**src/timer_pkg.sv**
```systemverilog
// constants shared by the split/capture timer and its tick generator
package timer_pkg;

   // ----------------------------------------
   // register indices on the plain port
   // ----------------------------------------
   localparam logic [2:0] ADDR_CONTROL = 3'h0;
   localparam logic [2:0] ADDR_COUNT_LOW = 3'h1;
   localparam logic [2:0] ADDR_COUNT_HIGH = 3'h2;
   localparam logic [2:0] ADDR_RELOAD_LOW = 3'h3;
   localparam logic [2:0] ADDR_RELOAD_HIGH = 3'h4;
   localparam logic [2:0] ADDR_CLOCK_CONTROL = 3'h5;

   // ----------------------------------------
   // timer_control_reg field positions
   // ----------------------------------------
   localparam int BIT_HIGH_FLAG = 7;
   localparam int BIT_LOW_FLAG = 6;
   localparam int BIT_LOW_FLAG_IE = 5;
   localparam int BIT_CAPTURE_ENABLE = 4;
   localparam int BIT_SPLIT_SELECT = 3;
   localparam int BIT_RUN_CONTROL = 2;
   localparam int BIT_CAPTURE_SOURCE = 1;
   localparam int BIT_EXT_CLOCK_SELECT = 0;

   // ----------------------------------------
   // clock_control_reg field positions
   // ----------------------------------------
   localparam int BIT_CAPTURE_FLAG = 7;
   localparam int BIT_HIGH_CLOCK_SELECT = 1;
   localparam int BIT_LOW_CLOCK_SELECT = 0;

   // ----------------------------------------
   // reset values and encodings
   // ----------------------------------------
   localparam logic [7:0] RESET_BYTE = 8'h00;
   localparam logic [7:0] BYTE_MAX = 8'hff;
   localparam logic [15:0] WORD_MAX = 16'hffff;
   localparam logic CAPTURE_SRC_SOF = 1'b0;
   localparam logic CAPTURE_SRC_LFO = 1'b1;

   // ----------------------------------------
   // prescaler counts
   // ----------------------------------------
   localparam int SYS_DIVIDE = 12;
   localparam int EXT_DIVIDE = 8;
   localparam logic [3:0] SYS_DIV_LAST = 4'(SYS_DIVIDE - 1);
   localparam logic [2:0] EXT_DIV_LAST = 3'(EXT_DIVIDE - 1);

   // ----------------------------------------
   // operating modes
   // ----------------------------------------
   typedef enum logic [2:0] {
      MODE_IDLE = 3'b001,
      MODE_SPLIT = 3'b010,
      MODE_CAPTURE = 3'b100
   } timer_mode_t;

endpackage

```
**src/timer_ticks.sv**
```systemverilog
// prescaler making the system/12 and external/8 count ticks
`timescale 1ns/1ps
module timer_ticks
   import timer_pkg::*;
(
   // clock and reset
   input wire logic clk,
   input wire logic sys_rst,
   // external clock level, synchronous to clk
   input wire logic ext_clk,
   // one-cycle ticks
   output logic tick_sys12,
   output logic tick_ext8
);

   logic [3:0] sys_div_q;
   logic [2:0] ext_div_q;
   logic ext_prev_q;
   logic ext_rise;

   // ----------------------------------------
   // system clock divided by twelve
   // ----------------------------------------
   // free running so every half sees the same phase
   always_ff @(posedge clk) begin
      if (sys_rst) begin
         sys_div_q <= 4'h0;
      end else if (sys_div_q == SYS_DIV_LAST) begin
         sys_div_q <= 4'h0;
      end else begin
         sys_div_q <= sys_div_q + 4'h1;
      end
   end
   assign tick_sys12 = (sys_div_q == SYS_DIV_LAST);

   // ----------------------------------------
   // external clock divided by eight
   // ----------------------------------------
   // rising edges are counted; the source must not exceed clk/2
   always_ff @(posedge clk) begin
      if (sys_rst) begin
         ext_prev_q <= 1'b0;
         ext_div_q <= 3'h0;
      end else begin
         ext_prev_q <= ext_clk;
         if (ext_rise) begin
            ext_div_q <= ext_div_q + 3'h1;
         end
      end
   end
   assign ext_rise = ext_clk & ~ext_prev_q;
   assign tick_ext8 = ext_rise & (ext_div_q == EXT_DIV_LAST);

endmodule

```
**src/split_capture_timer.sv**
```systemverilog
// sixteen-bit timer with split auto-reload and capture modes
//
// Implementation choices: the placing of the registers and the strobed register port.
`timescale 1ns/1ps

// Behaviour
// RULE1: with split select set and capture enable clear, the timer runs as two independent 8-bit auto-reload halves.
// RULE2: in split mode reload_low feeds the low half and reload_high feeds the high half.
// RULE3: in split mode run control gates only the high half, the low half always counts.
// RULE4: each half counts on the system clock when its clock select is 1, else on system/12 or external/8.
// RULE5: a half rolling from 0xff to 0x00 sets its own overflow flag.
// RULE6: with the timer interrupt enabled and the low-flag enable clear, only the high flag requests an interrupt; the code also lets the capture flag request it.
// RULE7: with the timer interrupt enabled and the low-flag enable (control bit 5) set, either flag requests it.
// RULE8: overflow flags are never cleared by hardware; software clears them and checks both to find the source.
// RULE9: capture enable selects capture mode, whose event is a start-of-frame or a low-frequency oscillator fall.
// RULE10: in capture mode with split off the count runs as one 16-bit counter wrapping 0xffff to 0x0000.
// RULE11: each capture event copies the whole 16-bit count into the two reload registers.
// RULE12: in capture mode each capture event requests a timer interrupt when that interrupt is enabled.
// RULE13: a split half loads its reload value in the very clock in which it rolls over from its maximum.
// RULE14: capture source select 0 picks start-of-frame and 1 picks the oscillator falling edge.
module split_capture_timer
   import timer_pkg::*;
(
   // clock and reset
   input wire logic clk,
   input wire logic sys_rst,
   // register port
   input wire logic [2:0] reg_addr,
   input wire logic [7:0] reg_wdata,
   input wire logic reg_wr,
   input wire logic reg_rd,
   output logic [7:0] reg_rdata,
   // clock and event sources
   input wire logic ext_clk,
   input wire logic sof_event,
   input wire logic low_frequency_oscillator,
   // interrupt path
   input wire logic timer_int_enable,
   output logic timer_irq
);

   // ----------------------------------------
   // declarations
   // ----------------------------------------
   logic [7:0] count_low_q, count_low_d;
   logic [7:0] count_high_q, count_high_d;
   logic [7:0] reload_low_q, reload_low_d;
   logic [7:0] reload_high_q, reload_high_d;
   logic high_overflow_flag_q, high_overflow_flag_d;
   logic low_overflow_flag_q, low_overflow_flag_d;
   logic capture_flag_q, capture_flag_d;
   logic low_flag_interrupt_enable_q;
   logic capture_enable_q;
   logic split_select_q;
   logic run_control_q;
   logic capture_source_select_q;
   logic external_clock_select_q;
   logic high_clock_select_q;
   logic low_clock_select_q;
   logic [7:0] rdata_q;
   logic lfo_prev_q;
   logic tick_sys12;
   logic tick_ext8;
   logic tick_low;
   logic tick_high;
   logic step_low;
   logic step_high;
   logic step_word;
   logic wrap_low;
   logic wrap_high;
   logic lfo_fall;
   logic capture_hit;
   logic [15:0] word_next;
   logic wr_control;
   logic wr_clock;
   timer_mode_t mode;

   // ----------------------------------------
   // helpers
   // ----------------------------------------
   // picks the count tick of one half from its clock select bits
   function automatic logic half_tick(input logic sys_sel, input logic ext_sel,
                                      input logic t12, input logic te8);
      logic t;
      t = 1'b1;
      if (!sys_sel) begin
         t = ext_sel ? te8 : t12;
      end
      return t;
   endfunction

   // ----------------------------------------
   // prescaler
   // ----------------------------------------
   timer_ticks u_ticks (
      .clk(clk),
      .sys_rst(sys_rst),
      .ext_clk(ext_clk),
      .tick_sys12(tick_sys12),
      .tick_ext8(tick_ext8)
   );

   // ----------------------------------------
   // mode decode
   // ----------------------------------------
   // capture takes precedence; split alone gives the 8-bit halves
   always_comb begin
      mode = MODE_IDLE;
      if (capture_enable_q) begin
         // RULE9 capture mode select
         mode = MODE_CAPTURE;
      end else if (split_select_q) begin
         // RULE1 split halves
         mode = MODE_SPLIT;
      end
   end

   // ----------------------------------------
   // count enables
   // ----------------------------------------
   // RULE4 per-half clock source
   assign tick_low = half_tick(low_clock_select_q, external_clock_select_q, tick_sys12, tick_ext8);
   assign tick_high = half_tick(high_clock_select_q, external_clock_select_q, tick_sys12, tick_ext8);

   // RULE3 low half free, high half gated
   assign step_low = (mode == MODE_SPLIT) & tick_low;
   assign step_high = (mode == MODE_SPLIT) & run_control_q & tick_high;
   // the 16-bit capture count uses the low clock select and run control
   assign step_word = (mode == MODE_CAPTURE) & run_control_q & tick_low;

   // RULE5 rollover detect per half
   assign wrap_low = step_low & (count_low_q == BYTE_MAX);
   assign wrap_high = step_high & (count_high_q == BYTE_MAX);

   // RULE10 16-bit up count, wraps naturally
   assign word_next = {count_high_q, count_low_q} + 16'h0001;

   // ----------------------------------------
   // capture event
   // ----------------------------------------
   // inputs are synchronous, so a plain previous-value edge detect is enough
   always_ff @(posedge clk) begin
      if (sys_rst) begin
         lfo_prev_q <= 1'b0;
      end else begin
         lfo_prev_q <= low_frequency_oscillator;
      end
   end
   assign lfo_fall = lfo_prev_q & ~low_frequency_oscillator;

   // RULE14 source encoding
   assign capture_hit = (mode == MODE_CAPTURE) &
      ((capture_source_select_q == CAPTURE_SRC_LFO) ? lfo_fall : sof_event);

   // ----------------------------------------
   // register write decode
   // ----------------------------------------
   assign wr_control = reg_wr & (reg_addr == ADDR_CONTROL);
   assign wr_clock = reg_wr & (reg_addr == ADDR_CLOCK_CONTROL);

   // ----------------------------------------
   // control bits
   // ----------------------------------------
   always_ff @(posedge clk) begin
      if (sys_rst) begin
         low_flag_interrupt_enable_q <= 1'b0;
         capture_enable_q <= 1'b0;
         split_select_q <= 1'b0;
         run_control_q <= 1'b0;
         capture_source_select_q <= 1'b0;
         external_clock_select_q <= 1'b0;
      end else if (wr_control) begin
         low_flag_interrupt_enable_q <= reg_wdata[BIT_LOW_FLAG_IE];
         capture_enable_q <= reg_wdata[BIT_CAPTURE_ENABLE];
         split_select_q <= reg_wdata[BIT_SPLIT_SELECT];
         run_control_q <= reg_wdata[BIT_RUN_CONTROL];
         capture_source_select_q <= reg_wdata[BIT_CAPTURE_SOURCE];
         external_clock_select_q <= reg_wdata[BIT_EXT_CLOCK_SELECT];
      end
   end

   // clock select bits
   always_ff @(posedge clk) begin
      if (sys_rst) begin
         high_clock_select_q <= 1'b0;
         low_clock_select_q <= 1'b0;
      end else if (wr_clock) begin
         high_clock_select_q <= reg_wdata[BIT_HIGH_CLOCK_SELECT];
         low_clock_select_q <= reg_wdata[BIT_LOW_CLOCK_SELECT];
      end
   end

   // ----------------------------------------
   // flags
   // ----------------------------------------
   // software write comes first, a hardware set in the same cycle wins
   always_comb begin
      high_overflow_flag_d = high_overflow_flag_q;
      low_overflow_flag_d = low_overflow_flag_q;
      capture_flag_d = capture_flag_q;
      // RULE8 only software clears
      if (wr_control) begin
         high_overflow_flag_d = reg_wdata[BIT_HIGH_FLAG];
         low_overflow_flag_d = reg_wdata[BIT_LOW_FLAG];
      end
      if (wr_clock) begin
         capture_flag_d = reg_wdata[BIT_CAPTURE_FLAG];
      end
      // RULE5 overflow sets its flag
      if (wrap_high) begin
         high_overflow_flag_d = 1'b1;
      end
      if (wrap_low) begin
         low_overflow_flag_d = 1'b1;
      end
      // RULE12 capture raises its own flag
      if (capture_hit) begin
         capture_flag_d = 1'b1;
      end
   end

   always_ff @(posedge clk) begin
      if (sys_rst) begin
         high_overflow_flag_q <= 1'b0;
         low_overflow_flag_q <= 1'b0;
         capture_flag_q <= 1'b0;
      end else begin
         high_overflow_flag_q <= high_overflow_flag_d;
         low_overflow_flag_q <= low_overflow_flag_d;
         capture_flag_q <= capture_flag_d;
      end
   end

   // ----------------------------------------
   // counters
   // ----------------------------------------
   // a software write to a count byte wins over the count step
   always_comb begin
      count_low_d = count_low_q;
      count_high_d = count_high_q;
      if (step_word) begin
         count_low_d = word_next[7:0];
         count_high_d = word_next[15:8];
      end
      if (step_low) begin
         // RULE13 reload on the rollover clock
         // RULE2 low half reloads from reload_low
         count_low_d = wrap_low ? reload_low_q : count_low_q + 8'h01;
      end
      if (step_high) begin
         // RULE13 reload on the rollover clock
         // RULE2 high half reloads from reload_high
         count_high_d = wrap_high ? reload_high_q : count_high_q + 8'h01;
      end
      if (reg_wr && reg_addr == ADDR_COUNT_LOW) begin
         count_low_d = reg_wdata;
      end
      if (reg_wr && reg_addr == ADDR_COUNT_HIGH) begin
         count_high_d = reg_wdata;
      end
   end

   always_ff @(posedge clk) begin
      if (sys_rst) begin
         count_low_q <= RESET_BYTE;
         count_high_q <= RESET_BYTE;
      end else begin
         count_low_q <= count_low_d;
         count_high_q <= count_high_d;
      end
   end

   // ----------------------------------------
   // reload registers
   // ----------------------------------------
   // a capture wins over a software write so no event value is lost
   always_comb begin
      reload_low_d = reload_low_q;
      reload_high_d = reload_high_q;
      if (reg_wr && reg_addr == ADDR_RELOAD_LOW) begin
         reload_low_d = reg_wdata;
      end
      if (reg_wr && reg_addr == ADDR_RELOAD_HIGH) begin
         reload_high_d = reg_wdata;
      end
      // RULE11 latch both bytes together
      if (capture_hit) begin
         reload_low_d = count_low_q;
         reload_high_d = count_high_q;
      end
   end

   always_ff @(posedge clk) begin
      if (sys_rst) begin
         reload_low_q <= RESET_BYTE;
         reload_high_q <= RESET_BYTE;
      end else begin
         reload_low_q <= reload_low_d;
         reload_high_q <= reload_high_d;
      end
   end

   // ----------------------------------------
   // interrupt request
   // ----------------------------------------
   // level request, held while an enabled flag stays set
   // RULE6 high flag always counts
   // RULE7 low flag counts when enabled
   // RULE12 capture flag requests too
   assign timer_irq = timer_int_enable &
      (high_overflow_flag_q | (low_flag_interrupt_enable_q & low_overflow_flag_q) | capture_flag_q);

   // ----------------------------------------
   // read port
   // ----------------------------------------
   // data stands for exactly one cycle after the read strobe
   always_ff @(posedge clk) begin
      if (sys_rst) begin
         rdata_q <= RESET_BYTE;
      end else if (reg_rd) begin
         case (reg_addr)
            ADDR_CONTROL: begin
               rdata_q <= {high_overflow_flag_q, low_overflow_flag_q, low_flag_interrupt_enable_q,
                  capture_enable_q, split_select_q, run_control_q, capture_source_select_q,
                  external_clock_select_q};
            end
            ADDR_COUNT_LOW: begin
               rdata_q <= count_low_q;
            end
            ADDR_COUNT_HIGH: begin
               rdata_q <= count_high_q;
            end
            ADDR_RELOAD_LOW: begin
               rdata_q <= reload_low_q;
            end
            ADDR_RELOAD_HIGH: begin
               rdata_q <= reload_high_q;
            end
            ADDR_CLOCK_CONTROL: begin
               rdata_q <= {capture_flag_q, 5'h00, high_clock_select_q, low_clock_select_q};
            end
            default: begin
               rdata_q <= RESET_BYTE;
            end
         endcase
      end else begin
         rdata_q <= RESET_BYTE;
      end
   end
   assign reg_rdata = rdata_q;

endmodule

```
**config.mk**
```make
export PLATFORM = sky130hd
export DESIGN_NAME = split_capture_timer
export DESIGN_NICKNAME = d
export VERILOG_FILES = /design/src/timer_pkg.sv /design/src/timer_ticks.sv /design/src/split_capture_timer.sv
export SDC_FILE = /design/constraint.sdc
export NUM_CORES = 1
export LEC_CHECK = 0
export BUFFER_PORTS_ARGS = -buffer_cell sky130_fd_sc_hd__buf_4
export CAP_MARGIN = 20
export CORE_MARGIN = 2
export CORE_UTILIZATION = 50
export DETAILED_ROUTE_END_ITERATION = 12
export PLACE_DENSITY = 0.68
export SLEW_MARGIN = 20
export SYNTH_ARGS = -nofsm -noshare
export SYNTH_HDL_FRONTEND = slang
export SYNTH_SLANG_ARGS = --single-unit
```
**constraint.sdc**
```tcl
create_clock -name clk -period 2.15 [get_ports clk]
set_clock_uncertainty 0.05 [all_clocks]
set_input_delay 0.215 -clock clk [delete_from_list [all_inputs] [get_ports clk]]
set_output_delay 0.215 -clock clk [all_outputs]
set_load 0.02 [all_outputs]
```
==> qor.yml, run 1 <==
place:
  port-buffer-count: 27
  post-dp-hpwl_um: 6847
  dpl_worst_slack_ns: 0.01532
  dpl_cell_area_sq_mm: 0.003855
  gp_congestion: 0.8761
cts:
  worstSkewPairLatency_ns: 0.34
  clk_pin_slew_ns: 0.08
  cts-buffers-inserted: 9
  cts_setup_buffers: 0
  ctsHtreeMaxLevel: 3
  cts_sinks: 60
  clock_path_buffers: 2
  hold_buffers: 0
  cts_tree: "done"
  cts_resized: 0
  cts_root_buffer: "clkbuf_8"
power_and_ir_drop:
  powerDensity_mw_per_mm2: 591.1
  p_leak_nw: 1.606
  total_power_w: 0.002390
  ir_drop_uv: 406.5
yosys:
  yosys_warnings: 0
  synth_area_sq_mm: 0.003468
  syn-instance-count: 395
  ys.flop_type: "dfxtp_1"
  yosysTopAreaCell: "dfxtp_1"
  yosys.area.top_type_share: 0.3463
  ys_seq_area_frac: 0.3463
  synth.distinct_cells: 63
  async_flop_share: 0
  yosys-top-cells-area: "dfxtp_1, mux2i_1, nor2_1"
  ys_seq_elements: 60
  synth-edff-count: 0
  syn_nets: 419
  syn_area_per_cell_sq_um: 8.781
critical_path:
  cp-start-kind: "flop"
  cp.arrival_ns: 2.32
  critPathMaxFanout: 19
  reg2reg_depth: 8
  end_kind: "flop"
  worstSetupPathType: "flop to flop"
  cp.required_ns: 2.32
route:
  dr.first_iter.drc_count: 475
  wl_met1_um: 4499
  vias: 3267
  first_pass_iters: 5
  wl_met3_um: 558
  avgViaCountPerCell: 6.331
  dr_wl_met2_um: 4448
  top_layer: "met4"
  wl_um: 9703
  drc: 0
  post_drt_wl_per_cell_um: 18.80
  ant_nets: 0
sta:
  slew_headroom: 0.6958
  layout_setup_ws_ns: -0.001318
  period_share: 1.001
  period_minus_slack_ns: 2.151
  timing.fmax_ghz: 0.4648
  setup_violations: 1
  tightest_slew_ns: 0.4546
  slew_violations: 0
  finalHoldViolations: 0
  grt_setup_unrepaired: "true"
outcome:
  status: "finished with violations"
  failed_checks: "negative setup slack"
floorplanning:
  die_h_um: 87.29
  rows: 30
  initial_utilization: 0.5133
  coreArea_sq_mm: 0.006756
  die-area_sq_mm: 0.007619
  die_w_um: 87.29
  ios: 28
worst_hold_path:
  hold_depth: 2
  hold_class: "primary input to flop"
global_routing:
  grt_max_degree: 34
  grt-ovfl-total: 0
  grt_antenna_before_repair: 0
  grt_pass1_vias: 2939
  grt_pass1_wl_um: 15620
  grt_use_total: 0.2682
final_layout:
  final_layout_size_suffix_gt1_frac: 0.2133
  utilization: 0.5983
  fin_nets: 455
  syn_to_final_growth_pct: 16.56
  num_antenna_cells: 0
  final_cell_area_sq_mm: 0.004043
run:
  maxCapViolations: 0
[synthesized netlist by cell type (all sizes together), types with 5 or more instances]
master and n:
a31oi 10, nand2 23, o21ai 10, a211oi 21
xor2 5, nand3 17, xnor2 5, and3 9
nor2 54, clkbuf 13, nor3 7, nor2b 5
dfxtp 60, ha 5, nand4 5, buf 15
a21oi 20, mux2 6, mux2i 38, a22oi 9
[cell usage in the layout, fill, tap and decap left out, types with 5 or more instances in the layout]
| cell type | count |
|---|---|
| nor3_1 | 7 |
| buf_4 | 52 |
| clkbuf_8 | 12 |
| a211oi_1 | 20 |
| dfxtp_1 | 60 |
| nand2_1 | 23 |
| o21ai_0 | 8 |
| ha_1 | 5 |
| and3_1 | 9 |
| nand3_1 | 16 |
| nor2b_1 | 5 |
| a21oi_1 | 18 |
| xor2_1 | 5 |
| a22oi_1 | 8 |
| mux2_2 | 6 |
| xnor2_1 | 5 |
| nand4_1 | 5 |
| nor2_1 | 54 |
| a31oi_1 | 10 |
| mux2i_1 | 38 |
[power breakdown]
group	leakage (nW)	internal [W]	switching, W
registers	0.487	0.00115	0.0000400
clock network	0.0982	0.000506	0.000449
logic	1.02	0.000111	0.000135
total	1.61	0.00177	0.000624
[through the flow]
step	setup TNS (ns)	cells	hold WS (ns)
after floorplan	0	395	0.2932
after global placement	0	500	0.3904
after detailed placement	0	500	0.3993
after CTS	0	516	0.05410
after global routing	-0.1732	516	0.07843
final	-0.001318	516	0.06334
[sequential cells by signal (all words and copies together) (netlist names)]
register / flops
low_clock_select_q: 1
u_ticks.sys_div_q: 4
capture_enable_q: 1
capture_source_select_q: 1
reload_low_q: 8
low_flag_interrupt_enable_q: 1
reload_high_q: 8
split_select_q: 1
u_ticks.ext_div_q: 3
lfo_prev_q: 1
reg_rdata: 8
high_clock_select_q: 1
capture_flag_q: 1
count_low_q: 8
run_control_q: 1
low_overflow_flag_q: 1
external_clock_select_q: 1
high_overflow_flag_q: 1
u_ticks.ext_prev_q: 1
count_high_q: 8
[cells by family after synthesis]
kind of cell               Yosys count  share of synthesized area
adders and majority gates            5                    0.01804
buffers and inverters               31                    0.04257
DFF                                 60                     0.3463
muxes                               48                     0.1551
xor gates and xnor gates            10                    0.02525
AOI/OAI and AO/OA                   97                     0.2020
and+or+nand+nor                    144                     0.2107
[worst max-delay path, stage by stage, from the launching register on]
cell and delay, ns:
dfxtp_1 0.32, ha_1 0.20, ha_1 0.17, and4b_1 0.23, o311a_1 0.34, buf_12 0.17
and3_1 0.19, o311ai_1 0.26, nand3_1 0.11
[final timing paths]
kind | start | end | slack (ns)
setup / recovery | u_ticks.ext_div_q[0] | count_high_q[2] | -0.001
hold / removal | ext_clk | u_ticks.ext_prev_q | 0.06
setup reg to reg | u_ticks.ext_div_q[0] | count_high_q[2] | -0.001
hold reg to reg | u_ticks.sys_div_q[0] | u_ticks.sys_div_q[0] | 0.41
[per-layer routing]
layer,vias to the layer above,track usage
li1,1553,-
met1,1560,0.3826
met2,136,0.4001
met3,18,0.05687
met4,0,0.09091
met5,-,0
[area by class of cell]
cell class / count / area [sq um]
clock buffer: 12 / 165.2
sequential: 60 / 1201
timing repair buffer: 53 / 410.4
multi-input combinational: 304 / 2132
clock inverter: 4 / 22.52
tap: 80 / 100.1
fill: 594 / 2714
inverter: 3 / 11.26
No activity file was read; power rests on OpenSTA's default activity.
==> inputs of run 2 (changes only) <==
BUFFER_PORTS_ARGS = -buffer_cell sky130_fd_sc_hd__buf_2   (was -buffer_cell sky130_fd_sc_hd__buf_4)
CTS_CLUSTER_DIAMETER = 40   (was not set)
==> qor.yml, run 2 (synthesized netlist as in run 1, its figures left out) <==
place:
  dpl_worst_slack_ns: -0.01661
  dpl_cell_area_sq_mm: 0.003857
  port-buffer-count: 27
  dp_cells: 511
  post-dp-hpwl_um: 7244
  gp_congestion: 0.9461
power_and_ir_drop:
  p_leak_nw: 1.669
  p_clk_frac: 0.392
  powerDensity_mw_per_mm2: 575.3
  p_sw_w: 0.0006176
  sw_frac_of_total: 0.2603
  combPwrFrac: 0.108
  total_power_w: 0.002372
  internal-power_w: 0.001755
  seqPwrFrac: 0.501
  ir_drop_uv: 309.2
route:
  first_pass_iters: 5
  post_drt_wl_per_cell_um: 19.57
  dr.first_iter.drc_count: 390
  drc: 0
  ant_nets: 0
  vias: 3353
  avgViaCountPerCell: 6.350
  wl_um: 10330
final_layout:
  nFillCells: 602
  num_antenna_cells: 0
  final_cell_mix: "dfxtp_1, nor2_1, mux2i_1"
  final_cell_area_sq_mm: 0.004124
  finalNonFillerCells: 528
  final_layout_size_suffix_gt1_frac: 0.2522
  syn_to_final_growth_pct: 18.90
  fin_nets: 469
  final_common_cell: "dfxtp_1"
critical_path:
  critPathMaxFanout: 7
  end_kind: "flop"
  crit_chain: "ha_4, ha_2, and4b_1, buf_4, o311a_4, and3_1, o311ai_1, nand3_1"
  worstSetupPathType: "flop to flop"
  cp-start-kind: "flop"
  cp.arrival_ns: 2.24
  slowest_stage: "o311a_4"
  cp.required_ns: 2.31
  cpPeakStageDelay_ns: 0.35
floorplanning:
  die-area_sq_mm: 0.007619
  ios: 28
  rows: 30
  die_h_um: 87.29
  die_w_um: 87.29
  initial_utilization: 0.5133
  coreArea_sq_mm: 0.006756
worst_hold_path:
  hold_class: "primary input to flop"
sta:
  period_share: 0.9709
  layout_setup_ws_ns: 0.06260
  timing.fmax_ghz: 0.4791
  setup_violations: 0
  tightest_slew_ns: 0.5791
  finalHoldViolations: 0
  slew_headroom: 0.6129
  slew_violations: 0
  period_minus_slack_ns: 2.087
cts:
  hold_buffers: 0
  worstSkewPairLatency_ns: 0.34
  ctsHtreeMaxLevel: 3
  cts-buffers-inserted: 9
  clock_path_buffers: 2
  cts_sinks: 60
  clk_pin_slew_ns: 0.07
  cts_root_buffer: "clkbuf_8"
  cts_tree: "done"
global_routing:
  grt_pass1_vias: 3087
  grt_pass1_wl_um: 16130
  grt_max_degree: 34
  grt_antenna_before_repair: 0
  grt_use_total: 0.2762
  grt-ovfl-total: 0
run:
  maxCapViolations: 0
outcome:
  status: "finished clean"
==> run 2: cell count changes in the layout (fill, tap and decap cells not counted), moves of 2 or more <==
cell and change:
dfxtp_2 +2, ha_1 -2, buf_6 +3, dfxtp_1 -2, buf_4 -16, buf_2 +27
==> run 2: power groups by stage <==
stage          clock, W  combinational (W)  sequential (W)
5_1_grt        0.000986           0.000277         0.00119
2_1_floorplan         0           0.000153         0.00120
3_3_place_gp          0           0.000240         0.00121
4_1_cts        0.000937           0.000249         0.00118
6_report       0.000929           0.000256         0.00119
3_5_place_dp          0           0.000247         0.00121
==> run 2: worst paths after layout <==
check	from	end	slack, ns	depth (start not counted)
hold / removal	low_frequency_oscillator	lfo_prev_q	0.06	2
setup / recovery	u_ticks.ext_div_q[1]	count_high_q[2]	0.06	8
setup reg to reg	u_ticks.ext_div_q[1]	count_high_q[2]	0.06	8
hold reg to reg	u_ticks.ext_div_q[2]	u_ticks.ext_div_q[2]	0.48	2
==> run 2: layer usage <==
layer / GRT usage / vias to the layer above / part of all wire
met1: 0.3779 / 1588 / 0.44
met5: 0 / - / 0
met3: 0.04265 / 20 / 0.063
met2: 0.4415 / 155 / 0.47
met4: 0.09790 / 0 / 0.021
li1: - / 1590 / -
==> run 2: area by class of cell <==
cell class,count,area (sq um),share of cell area
Clock buffer,12,165.2,0.04005
Clock inverter,2,10.01,0.002427
Inverter,3,11.26,0.002731
Multi-Input combinational cell,305,2195,0.5322
Sequential cell,60,1204,0.2919
Tap cell,80,100.1,0.02427
Timing Repair Buffer,66,439.2,0.1065
==> run 2: worst max-delay path: cells and delay by family (launching register included) <==
kind | cells | cell delay (ns)
compound gates | 2 | 0.60
simple gates | 3 | 0.50
flops | 1 | 0.34
fa+ha+maj | 2 | 0.30
buf+inv | 1 | 0.15
==> run 2: what timing repair did <==
action                                  CTS  global route
gates cloned                              0             1
buffers inserted                          0             2
endpoints found under the setup margin    2            14
gates resized for setup                   2            12
pin swaps                                 0             4
==> run 2: per-stage QoR <==
| step | util | hold slack [ns] | setup TNS [ns] |
|---|---|---|---|
| final | 0.6104 | 0.06108 | 0 |
| after global routing | 0.6104 | 0.08135 | -0.009137 |
| after CTS | 0.5972 | 0.05897 | 0 |
| after detailed placement | 0.5709 | 0.4014 | -0.01661 |
| after global placement | 0.5709 | 0.3953 | 0 |
| after floorplan | - | 0.2932 | 0 |
==> inputs of run 3 (changes only) <==
CAP_MARGIN = not set   (was 20)
CELL_PAD_IN_SITES_DETAIL_PLACEMENT = 0   (was not set)
CELL_PAD_IN_SITES_GLOBAL_PLACEMENT = 2   (was not set)
CORE_UTILIZATION = 37   (was 50)
PLACE_DENSITY = not set   (was 0.68)
PLACE_DENSITY_LB_ADDON = 0.1   (was not set)
SLEW_MARGIN = 10   (was 20)
==> qor.yml, run 3 (synthesized netlist as in run 1, its figures left out) <==
floorplanning:
  coreArea_sq_mm: 0.009153
  die-area_sq_mm: 0.01016
  ios: 28
  die_w_um: 100.8
  rows: 35
  die_h_um: 100.8
  initial_utilization: 0.3789
critical_path:
  slowest_stage: "o311a_1"
  cp-start-kind: "flop"
  cp.arrival_ns: 2.23
  r2r-start: "u_ticks.ext_div_q[0]"
  cp.required_ns: 2.32
  critPathMaxFanout: 19
  reg2reg_to: "count_high_q[2]"
  reg2reg_depth: 8
  crit_chain: "ha_1, ha_1, and4b_1, o311a_1, buf_12, and3_1, o311ai_1, nand3_1"
  end_kind: "flop"
  cpPeakStageDelay_ns: 0.33
  worstSetupPathType: "flop to flop"
  crit_start: "u_ticks.ext_div_q[0]"
  cpMostUsedCell: "ha_1"
  reg2reg_setup_slack_ns: 0.09
sta:
  tns_ns: 0
  finalHoldViolations: 0
  grt_setup_unrepaired: "false"
  period_share: 0.9566
  slew_violations: 0
  setup_violations: 0
  timing.fmax_ghz: 0.4862
  layout_setup_ws_ns: 0.09340
  tightest_slew_ns: 0.4576
  slew_headroom: 0.6931
  period_minus_slack_ns: 2.057
place:
  port-buffer-count: 27
  dp_cells: 535
  post-dp-hpwl_um: 7934
  dpl_worst_slack_ns: 0.09215
  gp_congestion: 0.8321
cts:
  cts_root_buffer: "clkbuf_8"
  cts_tree: "done"
  ctsHtreeMaxLevel: 3
  clk_pin_slew_ns: 0.07
  cts-buffers-inserted: 9
  clock_path_buffers: 2
  worstSkewPairLatency_ns: 0.34
  cts_sinks: 60
  hold_buffers: 0
worst_hold_path:
  hold_depth: 2
  hold_class: "primary input to flop"
  min_to: "lfo_prev_q"
  min_from: "low_frequency_oscillator"
route:
  ant_nets: 0
  vias: 3194
  dr.first_iter.drc_count: 147
  avgViaCountPerCell: 5.818
  first_pass_iters: 5
  drc: 0
  wl_um: 10850
  post_drt_wl_per_cell_um: 19.75
run:
  maxCapViolations: 0
global_routing:
  grt_max_degree: 31
  grt_antenna_before_repair: 0
  grt_pass1_vias: 3127
  grt-ovfl-total: 0
  grt_pass1_wl_um: 17470
  grt_use_total: 0.2292
outcome:
  status: "finished clean"
power_and_ir_drop:
  ir_drop_uv: 292.7
  p_leak_nw: 1.617
  powerDensity_mw_per_mm2: 572.5
  total_power_w: 0.002315
final_layout:
  utilization: 0.4418
  final_common_cell: "dfxtp_1"
  fin_nets: 459
  final_layout_size_suffix_gt1_frac: 0.2169
  num_antenna_cells: 0
  finalNonFillerCells: 549
  nFillCells: 923
  syn_to_final_growth_pct: 16.59
  final_cell_mix: "dfxtp_1, nor2_1, mux2i_1"
-- run 3: cell types whose count changed in the layout (fill, tap and decap cells not counted), moves of 2 or more --
| cell | before | now |
|---|---|---|
| buf_4 | 36 | 27 |
| buf_12 | 0 | 2 |
| buf_6 | 3 | 1 |
| clkbuf_8 | 12 | 10 |
| dfxtp_1 | 58 | 60 |
| dfxtp_2 | 2 | 0 |
| ha_1 | 3 | 5 |
-- run 3: how the worst max path moves through the flow --
stage / end / slack [ns] / cells after the start
after global routing: count_high_q[0] / 0.005 / 8
after global placement: count_high_q[2] / 0.11 / 8
after detailed placement: count_high_q[2] / 0.09 / 8
after CTS: count_low_q[2] / 0.08 / 9
after floorplan: count_high_q[5] / 0.16 / 9
final: count_high_q[2] / 0.09 / 8
-- run 3: per-layer routing --
layer,wire length [um],track usage,vias up
met3,480,0.03537,24
li1,-,-,1557
met2,4897,0.3446,88
met5,0,0,-
met1,5191,0.3237,1525
met4,276,0.1022,0
-- run 3: critical path, delay by kind of cell, from the launching register on --
kind	cells	cell delay, ns
adder cells (fa/ha/maj)	2	0.37
flip-flops	1	0.32
AO/OA/AOI/OAI	2	0.56
buffers and inverters	1	0.17
AND/OR/NAND/NOR	3	0.48
-- run 3: report_power, final --
group / switching (W) / internal [W] / total, W
Combinational: 0.000142 / 0.000104 / 0.000247
Sequential: 0.0000408 / 0.00115 / 0.00119
Clock: 0.000448 / 0.000431 / 0.000879
Total: 0.000632 / 0.00168 / 0.00232
-- run 3: what timing repair did --
item | CTS | global route
setup endpoints to repair | 0 | 7
resized for setup | 0 | 3
setup buffers | 0 | 0
-- run 3: area by class of cell --
class / instances / area [sq um] / area share
clock buffer: 11 / 141.4 / 0.03496
multi-input combinational: 304 / 2147 / 0.5309
tap: 111 / 138.9 / 0.03434
sequential: 60 / 1201 / 0.2970
timing repair buffer: 57 / 389.1 / 0.09623
clock inverter: 3 / 15.01 / 0.003713
inverter: 3 / 11.26 / 0.002785
-- run 3: through the flow --
step	cell area, sq um	hold WS [ns]
after floorplan	3468	0.2932
after global placement	3869	0.3967
after detailed placement	3869	0.4058
after CTS	4025	0.05251
after global routing	4044	0.07117
final	4044	0.05866
